--- src/wdrc_pkg.sv ---
// constants, field layout and helper function of the watchdog and reset-cause block
//
// Operation
// - debug-port reset flag, bit 4, set while debug reset active; cleared by power-on or zero-write.
// - watchdog reset flag, bit 3, set on watchdog reset; cleared by power-on or zero-write.
// - brown-out reset flag, bit 2, set on brown-out; cleared by power-on or zero-write.
// - external reset flag, bit 1, set on pin reset; cleared by power-on or zero-write.
// - power-on flag, bit 0, set by power-on; only a zero-write clears it.
// - watchdog count advances on a 1 MHz oscillator tick, independent of cpu clock; here the tick is divided down from clk_sys by 125.
// - count restarts on restart instruction, while disabled, and on any chip reset.
// - elapsed period without restart resets the chip.
// - fuse picks level 1 (starts disabled) or level 2 (forced on).
// - control bits 7..5 read zero and ignore writes.
// - change-enable clears itself four clock cycles after being set.
// - writing one enables; writing zero disables only while change-enable is set.
// - at level 2 the disable sequence leaves the watchdog enabled.
// - period select changes only inside the change-enable window.
// - period code 0 gives 16K oscillator cycles, doubling to 2048K at code 7.
// - time-out gives one internal reset pulse of exactly one clock cycle.
// - at level 1 enable may be set any time without a timed sequence.
// - at level 2 enable reads one and written enable value is ignored.
package wdrc_pkg;
    // ************************************************************
    // timing
    // ************************************************************
    localparam int unsigned CLK_FREQ_HZ = 125_000_000;
    localparam int unsigned OSC_FREQ_HZ = 1_000_000;
    localparam int unsigned OSC_DIV = CLK_FREQ_HZ / OSC_FREQ_HZ;
    localparam logic [6:0] OSC_DIV_LAST = 7'(OSC_DIV - 1);
    localparam int unsigned CNT_W = 22;
    localparam logic [CNT_W-1:0] TIMEOUT_BASE_TICKS_DEF = 22'h004000;
    localparam logic [2:0] CE_HOLD_CYCLES = 3'h4;

    // ************************************************************
    // register map and fields
    // ************************************************************
    localparam logic [3:0] ADDR_RESET_CAUSE = 4'h0;
    localparam logic [3:0] ADDR_CONTROL = 4'h4;
    localparam int unsigned POR_FLAG_BIT = 0;
    localparam int unsigned EXT_FLAG_BIT = 1;
    localparam int unsigned BOR_FLAG_BIT = 2;
    localparam int unsigned WD_FLAG_BIT = 3;
    localparam int unsigned DBG_FLAG_BIT = 4;
    localparam int unsigned CE_BIT = 4;
    localparam int unsigned EN_BIT = 3;
    localparam int unsigned PSEL_LSB = 0;
    localparam logic [4:0] CAUSE_RESET = 5'h01;
    localparam logic [2:0] PSEL_RESET = 3'h0;

    // last tick index of the selected period
    function automatic logic [CNT_W-1:0] periodLast(input logic [CNT_W-1:0] base,
                                                    input logic [2:0] psel);
        periodLast = (base << psel) - 22'h000001;
    endfunction
endpackage

--- src/wdrc_osc_tick.sv ---
// divider standing in for the watchdog's own oscillator, one tick per oscillator period
`timescale 1ns/1ps
module wdrc_osc_tick (
    input wire logic clk_sys,
    input wire logic rstN,
    output logic tick
);
    logic [6:0] divCnt_q;
    logic [6:0] divCnt_d;
    logic tick_d;
    logic tick_q;

    // free running: the oscillator never stops for software
    always_comb begin
        tick_d = (divCnt_q == wdrc_pkg::OSC_DIV_LAST);
        divCnt_d = tick_d ? 7'h00 : divCnt_q + 7'h01;
    end

    always_ff @(posedge clk_sys or negedge rstN) begin
        if (!rstN) begin
            divCnt_q <= 7'h00;
            tick_q <= 1'b0;
        end else begin
            divCnt_q <= divCnt_d;
            tick_q <= tick_d;
        end
    end

    assign tick = tick_q;
endmodule // wdrc_osc_tick

--- src/wdrc_top.sv ---
// watchdog timer with timed-sequence control and reset-cause status register
//
// The placing of the registers and register access over Avalon-MM are this design's own decisions.
`timescale 1ns/1ps
module wdrc_top #(
    parameter logic [wdrc_pkg::CNT_W-1:0] TIMEOUT_BASE_TICKS = wdrc_pkg::TIMEOUT_BASE_TICKS_DEF
) (
    input wire logic clk_sys,
    input wire logic arst_n,
    input wire logic [3:0] avsAddress,
    input wire logic avsRead,
    input wire logic avsWrite,
    input wire logic [31:0] avsWritedata,
    input wire logic [3:0] avsByteenable,
    output logic [31:0] avsReaddata,
    output logic avsWaitrequest,
    input wire logic restartInstr,
    input wire logic extResetEvent,
    input wire logic brownoutEvent,
    input wire logic debugResetLevel,
    input wire logic alwaysOnFuse,
    output logic watchdogResetPulse,
    output logic watchdogActive
);
    localparam int unsigned CW = wdrc_pkg::CNT_W;

    // ************************************************************
    // reset release
    // ************************************************************
    logic [1:0] rstSync_q;
    logic rstN;

    always_ff @(posedge clk_sys or negedge arst_n) begin
        if (!arst_n) begin
            rstSync_q <= 2'h0;
        end else begin
            rstSync_q <= {rstSync_q[0], 1'b1};
        end
    end
    assign rstN = rstSync_q[1];

    // ************************************************************
    // fuse capture
    // ************************************************************
    logic fuseCaught_q;
    logic fuseCaught_d;
    logic level2_q;
    logic level2_d;

    // strap is caught once after release, later fuse changes have no effect
    always_comb begin
        fuseCaught_d = 1'b1;
        level2_d = fuseCaught_q ? level2_q : alwaysOnFuse;
    end

    always_ff @(posedge clk_sys or negedge rstN) begin
        if (!rstN) begin
            fuseCaught_q <= 1'b0;
            level2_q <= 1'b0;
        end else begin
            fuseCaught_q <= fuseCaught_d;
            level2_q <= level2_d;
        end
    end

    // ************************************************************
    // avalon slave
    // ************************************************************
    logic ack_q;
    logic ack_d;
    logic [31:0] readdata_q;
    logic [31:0] readdata_d;
    logic causeWrite;
    logic ctrlWrite;
    logic [7:0] causeRead;
    logic [7:0] ctrlRead;
    logic [4:0] cause_q;
    logic ce_q;
    logic en_q;
    logic [2:0] psel_q;
    logic effEn;

    assign effEn = en_q | level2_q;
    assign causeRead = {3'h0, cause_q};
    assign ctrlRead = {3'h0, ce_q, effEn, psel_q};
    assign causeWrite = avsWrite & ack_q & avsByteenable[0] &
                        (avsAddress == wdrc_pkg::ADDR_RESET_CAUSE);
    assign ctrlWrite = avsWrite & ack_q & avsByteenable[0] &
                       (avsAddress == wdrc_pkg::ADDR_CONTROL);

    // one wait state per access, unmapped addresses read zero
    always_comb begin
        ack_d = (avsRead | avsWrite) & ~ack_q;
        readdata_d = readdata_q;
        if (avsRead & ~ack_q) begin
            case (avsAddress)
                wdrc_pkg::ADDR_RESET_CAUSE: readdata_d = {24'h000000, causeRead};
                wdrc_pkg::ADDR_CONTROL: readdata_d = {24'h000000, ctrlRead};
                default: readdata_d = 32'h00000000;
            endcase
        end
    end

    always_ff @(posedge clk_sys or negedge rstN) begin
        if (!rstN) begin
            ack_q <= 1'b0;
            readdata_q <= 32'h00000000;
        end else begin
            ack_q <= ack_d;
            readdata_q <= readdata_d;
        end
    end

    assign avsWaitrequest = (avsRead | avsWrite) & ~ack_q;
    assign avsReaddata = readdata_q;

    // ************************************************************
    // watchdog control
    // ************************************************************
    logic ce_d;
    logic en_d;
    logic [2:0] psel_d;
    logic [2:0] ceCnt_q;
    logic [2:0] ceCnt_d;
    logic cfgApplied;
    logic wdPulse_q;
    logic anyChipRst;
    logic [7:0] wData;

    assign wData = avsWritedata[7:0];
    assign anyChipRst = extResetEvent | brownoutEvent | debugResetLevel | wdPulse_q;

    always_comb begin
        ce_d = ce_q;
        en_d = en_q;
        psel_d = psel_q;
        ceCnt_d = ceCnt_q;
        cfgApplied = 1'b0;
        if (ce_q) begin
            ceCnt_d = ceCnt_q - 3'h1;
            if (ceCnt_q == 3'h1) begin
                ce_d = 1'b0;
            end
        end
        if (ctrlWrite) begin
            if (ce_q) begin
                en_d = wData[wdrc_pkg::EN_BIT];
                psel_d = wData[wdrc_pkg::PSEL_LSB +: 3];
                ce_d = 1'b0;
                cfgApplied = 1'b1;
            end else begin
                en_d = en_q | wData[wdrc_pkg::EN_BIT];
            end
            if (wData[wdrc_pkg::CE_BIT] & wData[wdrc_pkg::EN_BIT]) begin
                ce_d = 1'b1;
                ceCnt_d = wdrc_pkg::CE_HOLD_CYCLES;
            end
        end
        // a chip reset returns the control register to its initial value
        if (anyChipRst) begin
            ce_d = 1'b0;
            en_d = 1'b0;
            psel_d = wdrc_pkg::PSEL_RESET;
            ceCnt_d = 3'h0;
        end
    end

    always_ff @(posedge clk_sys or negedge rstN) begin
        if (!rstN) begin
            ce_q <= 1'b0;
            en_q <= 1'b0;
            psel_q <= wdrc_pkg::PSEL_RESET;
            ceCnt_q <= 3'h0;
        end else begin
            ce_q <= ce_d;
            en_q <= en_d;
            psel_q <= psel_d;
            ceCnt_q <= ceCnt_d;
        end
    end

    // ************************************************************
    // time-out counter
    // ************************************************************
    logic tick;
    logic [CW-1:0] cnt_q;
    logic [CW-1:0] cnt_d;
    logic restartNow;
    logic timeoutHit;

    wdrc_osc_tick u_osc (
        .clk_sys(clk_sys),
        .rstN(rstN),
        .tick(tick)
    );

    assign restartNow = restartInstr | ~effEn | anyChipRst | cfgApplied;
    // >= rather than == so a shrinking period can never be skipped past
    assign timeoutHit = effEn & tick & ~restartNow &
                        (cnt_q >= wdrc_pkg::periodLast(TIMEOUT_BASE_TICKS, psel_q));

    always_comb begin
        cnt_d = cnt_q;
        if (restartNow | timeoutHit) begin
            cnt_d = '0;
        end else if (tick) begin
            cnt_d = cnt_q + 22'h000001;
        end
    end

    always_ff @(posedge clk_sys or negedge rstN) begin
        if (!rstN) begin
            cnt_q <= '0;
            wdPulse_q <= 1'b0;
        end else begin
            cnt_q <= cnt_d;
            wdPulse_q <= timeoutHit;
        end
    end

    assign watchdogResetPulse = wdPulse_q;
    assign watchdogActive = effEn;

    // ************************************************************
    // reset cause flags
    // ************************************************************
    logic [4:0] cause_d;
    logic [4:0] causeSet;
    logic [4:0] causeClr;

    always_comb begin
        causeSet = 5'h00;
        causeSet[wdrc_pkg::DBG_FLAG_BIT] = debugResetLevel;
        causeSet[wdrc_pkg::WD_FLAG_BIT] = timeoutHit;
        causeSet[wdrc_pkg::BOR_FLAG_BIT] = brownoutEvent;
        causeSet[wdrc_pkg::EXT_FLAG_BIT] = extResetEvent;
        causeClr = causeWrite ? ~wData[4:0] : 5'h00;
        // a set in the same cycle as a clear wins
        cause_d = (cause_q & ~causeClr) | causeSet;
    end

    // power-on is the only reset of this register; it leaves just the power-on flag
    always_ff @(posedge clk_sys or negedge rstN) begin
        if (!rstN) begin
            cause_q <= wdrc_pkg::CAUSE_RESET;
        end else begin
            cause_q <= cause_d;
        end
    end
endmodule // wdrc_top

--- config.mk ---
export PLATFORM = sky130hd
export DESIGN_NAME = wdrc_top
export DESIGN_NICKNAME = d
export VERILOG_FILES = /design/src/wdrc_pkg.sv /design/src/wdrc_osc_tick.sv /design/src/wdrc_top.sv
export SDC_FILE = /design/constraint.sdc
export NUM_CORES = 1
export LEC_CHECK = 0
export BUFFER_PORTS_ARGS = -buffer_cell sky130_fd_sc_hd__buf_2
export CAP_MARGIN = 20
export CORE_MARGIN = 1.5
export CORE_UTILIZATION = 50
export DETAILED_ROUTE_END_ITERATION = 10
export PLACE_DENSITY = 0.78
export SYNTH_ARGS = -nofsm -noshare
export SYNTH_HDL_FRONTEND = slang
export SYNTH_SLANG_ARGS = --single-unit
export TNS_END_PERCENT = 10
--- constraint.sdc ---
create_clock -name clk_sys -period 2.3 [get_ports clk_sys]
set_input_delay 0.23 -clock clk_sys [delete_from_list [all_inputs] [get_ports clk_sys]]
set_output_delay 0.23 -clock clk_sys [all_outputs]
set_load 0.005 [all_outputs]
* Word level (Yosys, flattened, before mapping)
Cells that the tools add are included.
Word-level totals: flip-flop bits (word level) 81, word-level logic and storage cells 78, ROM bits 0, latch bits 0, output and inout port bits 35, input port bits 49, memory bits (writable) 0, memories kept 0
Cells by class: equal/unequal tests 3, multiplexer cells 23, reductions and logical operators 5, divide/modulo/power cells 0, shifts and indexed selects 1, order comparisons 1, $mul 0, bitwise logic cells 27, $add $sub $neg 4
Operators with widths (number):
- $mux 22 | 2
- $add 22x1->22 const B | 1
- $ge 22x22->1 | 1
- $shl 15x3->22 const A | 1
- $sub 22x1->22 const B | 1
- $mux 3 | 7
- $mux 1 | 11
- $and 1x1->1 | 10
- $not 5->5 | 2
- $or 1x1->1 | 10
- $pmux 5 s2 | 1
- $add 7x1->7 const B | 1
- $eq 7x7->1 const B | 1
- $mux 7 | 1
- $reduce_bool 2->1 | 3
- $and 5x5->5 | 1
- $mux 5 | 1
- $or 5x5->5 | 1
- $eq 4x3->1 const B | 1
- $logic_not 4->1 | 1
- $eq 3x1->1 const B | 1
- $not 1->1 | 3
- $sub 3x1->3 const B | 1
- $reduce_and 2->1 | 1

* Longest topological paths before layout
Gate-level depths: netlist (run 1).
depth in word-level cells 10, gate-level depth with buffers 9

* By module
A second synthesis (run 1) with hierarchy kept.
Second synthesis, totals: cells, all modules 321, area total of the unflattened synthesis 3099.2 um^2
By module, submodules not included:
- wdrc_top | area each 2728.9 um^2, cells an instance 289, seq. area each 1152.4 um^2, instances 1
- wdrc_osc_tick | area each 370.4 um^2, cells an instance 32, seq. area each 200.2 um^2, instances 1

* Worst setup path before layout (run 1)
No wires, ideal clock.
path type reg2reg, start reg psel_q[2], end reg cnt_q[7], cell stages (with the launch flop) 10, arrival 2.334 ns, library setup time 0.082 ns, path slack -0.116 ns, path through dfrtp_1 clkbuf_1 nand2_1 ha_1 a21o_1 a21o_1 a2111oi_4 clkbuf_1 o2111ai_1 a31oi_1
Between the ends: longest elaborated chain between the ends 6, elaborated cells on any way between the ends 7
RTL lines:
- start, declared | line wdrc_top.sv:80 | logic [2:0] psel_q;
- start signal, assigned | line wdrc_top.sv:172 | psel_q <= wdrc_pkg::PSEL_RESET;
- start signal, assigned | line wdrc_top.sv:177 | psel_q <= psel_d;
- $shl 15x3->22 (*) | line wdrc_pkg.sv:53 | periodLast = (base << psel) - 22'h000001;
- $sub 22x1->22 (*) | line wdrc_pkg.sv:53
- $ge 22x22->1 (*) | line wdrc_top.sv:200 | (cnt_q >= wdrc_pkg::periodLast(TIMEOUT_BASE_TICKS, psel_q));
- $and 1x1->1 (*) | line wdrc_top.sv:199 | assign timeoutHit = effEn & tick & ~restartNow &
- $or 1x1->1 (*) | line wdrc_top.sv:204 | if (restartNow | timeoutHit) begin
- $mux 22 / $reduce_bool 2->1 (equally long branches)
- end signal, assigned | line wdrc_top.sv:216 | cnt_q <= cnt_d;
- end, declared | line wdrc_top.sv:186 | logic [CW-1:0] cnt_q;
Every way passes the cells marked *; elsewhere a longest branch is shown, timed or not. A chain may end at the register's enable or synchronous reset.

* Worst setup path after layout (run 1)
start reg psel_q[1], end reg cnt_q[18]
Same word-level chain as after synthesis.

==> summary.md, run 1 <==
| Metric | Value |
|---|---|
| Clk root buf | `clkbuf_8` |
| Critical Path AT | `2410 ps` |
| Sequential area share after synthesis | `42.5%` |
| Hold path startpoint | `brownoutEvent` |
| Mapped cell area | `3180 um2` |
| Post-synth EDFFs | `0` |
| Total grt overflow | `0` |
| Cells after DPL | `450` |
| Peak VDD IR | `0.269 mV` |
| Die H | `82.8 um` |
| Leak | `1.48 nW` |
| Count leader, synth | `dfrtp_1` |
| CP top delay family | `compound AO/OA/AOI/OAI gates` |
| Hold Crit Endpoint | `cause_q[2]` |
| Sw Ratio | `24.0%` |
| ANT nets after route | `0` |
| Clock power share | `35.2%` |
| CP Capture Type | `flip-flop` |
| Final setup violation count | `0` |
| Fmax | `0.461 GHz` |
| RR Endpoint | `cnt_q[18]` |
| Nets@finish | `450` |
| Num rows | `28` |
| CTS tree | `built` |
| DIE AREA | `6850 um2` |
| Synth top cells by count | `53 x dfrtp_1, 29 x nand2_1, 27 x buf_4` |
| Die outline width | `82.8 um` |
| PortBufs | `26` |
| Share of cells above drive strength 1 | `18.5%` |
| Cell count after synthesis | `346` |
| Initial core utilization | `52.8%` |
| Ports | `84` |
| Status | `finished clean` |
| CTS buffer count | `5` |
| Post-Layout Cell Count | `464` |
| Combinational Power Share | `5.6%` |
| Final hold vios | `0` |
| Syn. warnings | `0` |
| Synth top area share | `41.7%` |
| Min-delay worst type | `input port to flip-flop` |
| # DRC | `0` |
| Clock Skew | `9.02 ps` |
| Worst r2r path cells | `10` |
| DRT Wirelength | `6660 um` |
| Setup crit start kind | `flip-flop` |
| Vias in the first global route | `2353` |
| Setup total negative slack | `0 ps` |
| Critical path cell sequence | `nand2_1 > ha_4 > a21o_1 > a21o_1 > a2111oi_4 > buf_4 > buf_4 > buf_4 > nand4b_1 > a31oi_1` |
| Yosys reg bits | `54` |
| Initial drt markers | `183` |
| Crit-path slowest cell | `dfrtp_1` |
| Initial antenna violation count | `0` |
| WP data required | `2540 ps` |
| PD cells | `458 nW/um2` |
| # diodes | `0` |
| Via Count | `2648` |
| Worst Path Max Fanout | `5` |
| Worst Tran Pin Value | `541 ps` |
| Skew-Pair Late Insertion Delay | `310 ps` |
| CTS clk-pin slew, worst paths | `100 ps` |
| RSZ-0062 raised after global routing | `no` |
| Routability-driven placement congestion ratio | `0.842` |
| Largest net degree at the start of global routing | `41` |
| Worst r2r src | `psel_q[1]` |
| Slew margin rel. | `63.6%` |
| Final cycle utilization of the critical path | `94.4%` |
| # clock sinks | `54` |
| H-Tree Level Count | `2` |
| Main flop type after synthesis | `dfrtp_1` |
| First-pass GRT wire length | `10700 um` |
| Area Growth Syn to Fin | `12.2%` |
| Reg2Reg Setup Slack | `130 ps` |
| Slew Viols, Final | `0` |
| First-pass DRT Iterations | `5` |
| Synth area leader | `dfrtp_1` |
| Routed WL per cell | `14.4 um` |
| Tot GR Track Use | `20.1%` |
| Min-Delay Path Depth | `2` |
| Reg power frac | `59.3%` |
| Asr flop ratio synth | `100%` |
| Critical Path Max Stage Delay | `430 ps` |
| Pint | `0.00124 W` |
| Final Critical Period | `2170 ps` |
| Top post-synthesis cells by area | `dfrtp_1 42%, buf_4 6.4%, ha_1 5.1%` |
| Final HPWL DP | `4810 um` |
| CTS Buffer Depth | `2` |
| Netlist cell types | `45` |
| Kind of critical path | `flip-flop to flip-flop` |
| Buffers & Inverters on Critical Path | `3` |
| Syn Area/Cell | `9.20 um2` |
| Net Switching | `0.000393 W` |
| Core Box Area | `6030 um2` |
| Most used cell, CP | `buf_4` |
| Max cap viols | `0` |
| Average vias per placed instance | `5.71` |
[layout make-up]
cell class / instances / area [um2]
clock buffer: 6 / 82.6
clock inverter: 2 / 16.3
fill: 543 / 2450
inverter: 11 / 41.3
multi-input combinational: 265 / 1640
sequential: 54 / 1360
tap: 75 / 93.8
timing repair buffer: 51 / 340
[routing by layer]
metal / vias up / share of wire (%) / track usage [%]
met2: 70 / 51 / 32.9
met4: 0 / 1.3 / 6.83
met5: - / 0 / 0
li1: 1266 / - / -
met1: 1305 / 45 / 27.9
met3: 7 / 3.2 / 1.97
[timing repair]
item,in CTS,in global routing
pin swaps,1,5
buffers inserted,1,4
hold endpoints to repair,2,0
gates resized for setup,0,7
setup endpoints to repair,1,22
hold buffers,1,0
[through the flow]
| step | instance area, um2 | util (%) | power, W | setup slack [ps] | hold WS (ps) |
|---|---|---|---|---|---|
| finish | 3570 | 59.3 | 0.00163 | 129 | 123 |
| global route | 3570 | 59.3 | 0.00170 | 11.5 | 123 |
| CTS | 3520 | 58.3 | 0.00165 | 6.66 | 123 |
| detailed placement | 3400 | 56.4 | 0.00108 | 23.5 | 17.9 |
| global placement | 3400 | 56.4 | 0.00107 | 103 | 14.9 |
| floorplan | 3290 | - | 0.00106 | 25.0 | -65.6 |
[sequential cells by signal (all words and copies together) (netlist names)]
name	cells
avsReaddata	5
level2_q	1
rstSync_q	2
ack_q	1
psel_q	3
watchdogResetPulse	1
ceCnt_q	3
u_osc.divCnt_q	7
fuseCaught_q	1
en_q	1
u_osc.tick	1
cause_q	5
ce_q	1
cnt_q	22
[layout by cell type, fill, tap and decap left out, drive strengths merged, types with 6 or more instances in the layout]
cell	synthesis	routed
and3	7	7
inv	11	12
nand2	29	29
dfrtp	53	53
ha	13	13
conb	2	30
buf	29	50
a21oi	13	13
nand2b	18	18
o21ai	12	12
nor2	21	21
nor3	6	6
nand4b	12	12
a31oi	12	12
nand3	16	16
clkbuf	15	6
xor2	6	6
nand4	14	14
nor4	7	7
a22oi	6	6
[worst max path at each step]
stage          startpoint   endpoint  slack [ps]  cells after the start
2_1_floorplan   psel_q[2]   cnt_q[7]          20                      9
3_3_place_gp    psel_q[2]  cnt_q[10]         100                     10
3_5_place_dp    psel_q[1]  cnt_q[10]          20                     10
4_1_cts         psel_q[2]  cnt_q[10]           7                     10
5_1_grt         psel_q[2]  cnt_q[20]          10                      9
6_report        psel_q[1]  cnt_q[18]         130                     10
[power groups by stage]
stage	Sequential (W)	Clock [W]	Combinational, W
after floorplan	0.000995	0	0.0000701
after global placement	0.000986	0	0.0000880
after detailed placement	0.000987	0	0.0000898
after CTS	0.000969	0.000587	0.0000914
after global routing	0.000971	0.000624	0.000106
final	0.000968	0.000574	0.0000912
[kinds of logic after synthesis]
logic type | share of synthesized area (%)
XOR/XNOR | 2.48
buffers and inverters | 9.75
flip-flops | 42.5
other | 0.236
adder cells (fa/ha/maj) | 5.11
AO/OA/AOI/OAI | 12.4
AND/OR/NAND/NOR | 26.2
multiplexers | 1.30
Power figures use the tool's default switching activity.
==> run 2: changes to the inputs <==
ABC_AREA = 1   (was not set)
GPL_ROUTABILITY_DRIVEN = 1   (was not set)
==> run 2 against run 1 <==
Compared with the run above: final area shrank 2.5%; largest cell class unchanged; synthesized cell count grew 13%; die area grew 0.50%; worst setup slack gained 120 ps; sequential share of layout area grew 0.88 points; worst hold slack gained 9.0 ps; utilization shrank 1.8 points; combinational power grew 30%; routed wire length shrank 12%; clock power grew 11%; critical path type unchanged; via count shrank 4.8%; largest power group unchanged; sequential power grew 1%.
==> summary.md, run 2 <==
| Metric | Value |
|---|---|
| Status | `finished clean` |
| Post-synth EDFFs | `0 (unchanged)` |
| Syn Area/Cell | `8.16 um2 (-11%)` |
| PortBufs | `26 (unchanged)` |
| Main flop type after synthesis | `dfrtp_1` |
| Commonest non-fill, non-tap cells in the layout | `71 x nand2_1, 52 x inv_1, 52 x dfrtp_1` |
| Count leader, synth | `nand2_1` |
| Clock power share | `36.8% (+1.6 points)` |
| # clock sinks | `54 (unchanged)` |
| Hold path startpoint | `extResetEvent` |
| Crit-path slowest cell | `dfrtp_1` |
| Reg power frac | `56.4% (-2.9 points)` |
| Buffers & Inverters on Critical Path | `2 (-1)` |
| Setup total negative slack | `0 ps (unchanged)` |
| Max cap viols | `0 (unchanged)` |
| CTS Buffer Depth | `2 (unchanged)` |
| Fmax | `0.487 GHz (+5.8%)` |
| Initial antenna violation count | `0 (unchanged)` |
| Core Box Area | `6060 um2 (+0.58%)` |
| Clock Skew | `8.67 ps (-0.350 ps)` |
| Initial core utilization | `52.8% (about the same)` |
| Final cycle utilization of the critical path | `89.2% (-5.2 points)` |
| Net Switching | `0.000400 W (+1.9%)` |
| PD cells | `498 nW/um2 (+8.9%)` |
| Cell count after synthesis | `392 (+13%)` |
| Cells after DPL | `493 (+9.6%)` |
| Slew Viols, Final | `0 (unchanged)` |
| Reg with most FFs | `cnt_q` |
| Crit path from | `psel_q[2]` |
| Final HPWL DP | `4470 um (-7.1%)` |
| Kind of critical path | `flip-flop to flip-flop` |
| Via Count | `2522 (-4.8%)` |
| Worst Path Max Fanout | `17 (+12)` |
| CTS buffer count | `5 (unchanged)` |
| Die outline width | `83.0 um (+0.25%)` |
| Area Growth Syn to Fin | `8.88%` |
| DIE AREA | `6890 um2 (+0.50%)` |
| Final Critical Period | `2050 ps (-119 ps)` |
| Synth top area share | `41.5% (-0.21 points)` |
| Worst r2r path cells | `13 (+3)` |
| CTS tree | `built` |
| Routed WL per cell | `11.6 um (-19%)` |
| Asr flop ratio synth | `100% (unchanged)` |
| Combinational Power Share | `6.8% (+1.2 points)` |
| Sequential area share after synthesis | `42.3% (-0.22 points)` |
| Top post-synthesis cells by area | `dfrtp_1 41%, nand2_1 8.3%, buf_4 6.3%` |
| Critical Path Max Stage Delay | `380 ps (-50 ps)` |
| H-Tree Level Count | `2 (unchanged)` |
| DRT Wirelength | `5870 um (-12%)` |
| Min-Delay Path Depth | `3 (+1)` |
| Max FFs per register | `22 (unchanged)` |
| ANT nets after route | `0 (unchanged)` |
| Critical path cell sequence | `inv_1 > a21oi_2 > o21ai_0 > ha_1 > nand2_1 > nand2_1 > nand2_1 > nand2_1 > a21oi_1 > nand2_1 > a21oi_4 > inv_6 > nor2_1` |
| Number of cells on the critical path | `13 (+3)` |
| Total grt overflow | `0 (unchanged)` |
| Average vias per placed instance | `5.00 (-12%)` |
| Fillers | `573 (+5.5%)` |
| # DRC | `0 (unchanged)` |
| Routability-driven placement congestion ratio | `0.833 (-1.1%)` |
| Most used cell, CP | `nand2_1` |
| CP top delay family | `compound AO/OA/AOI/OAI gates` |
| First-pass GRT wire length | `10200 um (-5.3%)` |
| Mapped cell area | `3200 um2 (+0.51%)` |
| Syn. warnings | `0 (unchanged)` |
| Final setup violation count | `0 (unchanged)` |
| Sequential cell area | `1350 um2 (-0.18%)` |
| Sw Ratio | `23.1% (-0.98 points)` |
| Largest net degree at the start of global routing | `35 (-15%)` |
| Pint | `0.00134 W (+7.6%)` |
| CP Capture Type | `flip-flop` |
| Clk root buf | `clkbuf_8` |
| Synth top cells by count | `71 x nand2_1, 53 x dfrtp_1, 52 x inv_1` |
| Initial drt markers | `105 (-43%)` |
| Die H | `83.0 um (+0.25%)` |
| Peak VDD IR | `0.373 mV (+39%)` |
| First-pass DRT Iterations | `4 (-1)` |
| Leak | `1.68 nW (+14%)` |
| Skew-Pair Late Insertion Delay | `310 ps (about the same)` |
| Min-delay worst type | `input port to flip-flop` |
| Vias in the first global route | `2393 (+1.7%)` |
| Footprint of the multi-input gates | `1520 um2 (-7.1%)` |
| RSZ-0062 raised after global routing | `no` |
| Num rows | `28 (unchanged)` |
| Tot GR Track Use | `17.6% (-2.5 points)` |
| Post-Layout Cell Count | `504 (+8.6%)` |
| CTS clk-pin slew, worst paths | `100 ps (about the same)` |
| # diodes | `0 (unchanged)` |
| Share of cells above drive strength 1 | `16.8% (-1.7 points)` |
| WP data required | `2540 ps (about the same)` |
| Worst r2r src | `psel_q[2]` |
| Top Registers | `cnt_q x22, u_osc.divCnt_q x7` |
| Yosys reg bits | `54 (unchanged)` |
| Netlist cell types | `37 (-18%)` |
| Ports | `84 (unchanged)` |
| Synth area leader | `dfrtp_1` |
| Critical Path AT | `2290 ps (-120 ps)` |
| Setup crit start kind | `flip-flop` |
| Final hold vios | `0 (unchanged)` |
| Nets@finish | `490 (+8.9%)` |
| Commonest non-fill, non-tap cell in the layout | `nand2_1` |
-- run 2: changes by cell type in the layout (fill, tap and decap cells not counted), moves of 6 or more --
cell	previous run	this run
nand2_1	29	71
inv_1	11	52
nor2_1	20	47
buf_4	22	4
nand2b_1	18	0
nand4b_1	12	0
a31oi_1	12	1
nand3_1	16	24
and3_1	7	0
nand4_1	14	7
a22oi_1	6	0
nor4_1	7	1
-- run 2: area by class of cell --
cell class | instances | share of cell area (%)
clock inverters | 3 | 1.29
clock buffers | 5 | 1.98
well taps | 75 | 2.69
multi-input cells | 281 | 43.7
inverters | 54 | 5.96
repair buffers | 32 | 5.46
flip-flops and latches | 54 | 38.9
-- run 2: tightest hold or removal path: cells and delay by family --
family	cells	cell delay (ps)
simple gates	1	60
buf+inv	2	130
-- run 2: worst paths after layout --
path                               to  slack, ps
min                        cause_q[1]        130
min in group asynchronous  cause_q[4]        200
max                          cnt_q[0]        250
max reg2reg                  cnt_q[0]        250
max in group asynchronous  cause_q[0]       1520
min reg2reg                cause_q[4]        200
-- run 2: per-stage QoR --
stage | total power (W) | util (%) | setup slack, ps | hold slack, ps | instance area (um2)
after detailed placement | 0.00112 | 55.1 | 163 | 16.3 | 3340
after floorplan | 0.00110 | - | 365 | -65.6 | 3300
after global placement | 0.00111 | 55.1 | 200 | 14.8 | 3340
final | 0.00174 | 57.5 | 248 | 132 | 3480
after CTS | 0.00176 | 57.1 | 147 | 126 | 3460
after global routing | 0.00180 | 57.5 | 11.3 | 142 | 3480
-- run 2: power groups by stage --
stage               Combinational [W]  Sequential, W  Clock, W
detailed placement           0.000116       0.000999         0
CTS                          0.000118       0.000981  0.000661
finish                       0.000119       0.000979  0.000638
global route                 0.000135       0.000983  0.000686
global placement             0.000113       0.000998         0
floorplan                   0.0000957        0.00100         0
-- run 2: logic make-up after synthesis --
group / synth area share, %
other: 0.235
buffers and inverters: 13.5
AOI/OAI and AO/OA: 6.10
and+or+nand+nor: 27.1
DFF: 42.3
xor gates and xnor gates: 3.56
adders and majority gates: 5.08
muxes: 2.11
-- run 2: metal layers --
| metal | part of all wire (%) | GRT usage, % |
|---|---|---|
| met5 | 0 | 0 |
| met2 | 53 | 32.2 |
| met3 | 4.2 | 2.98 |
| met4 | 0.61 | 4.70 |
| met1 | 42 | 21.5 |
-- run 2: repair_timing --
item,4_1_cts,5_1_grt
buffers inserted,0,2
hold buffers,1,0
endpoints found under the setup margin,0,21
hold endpoints to repair,2,0
gates resized for setup,0,2
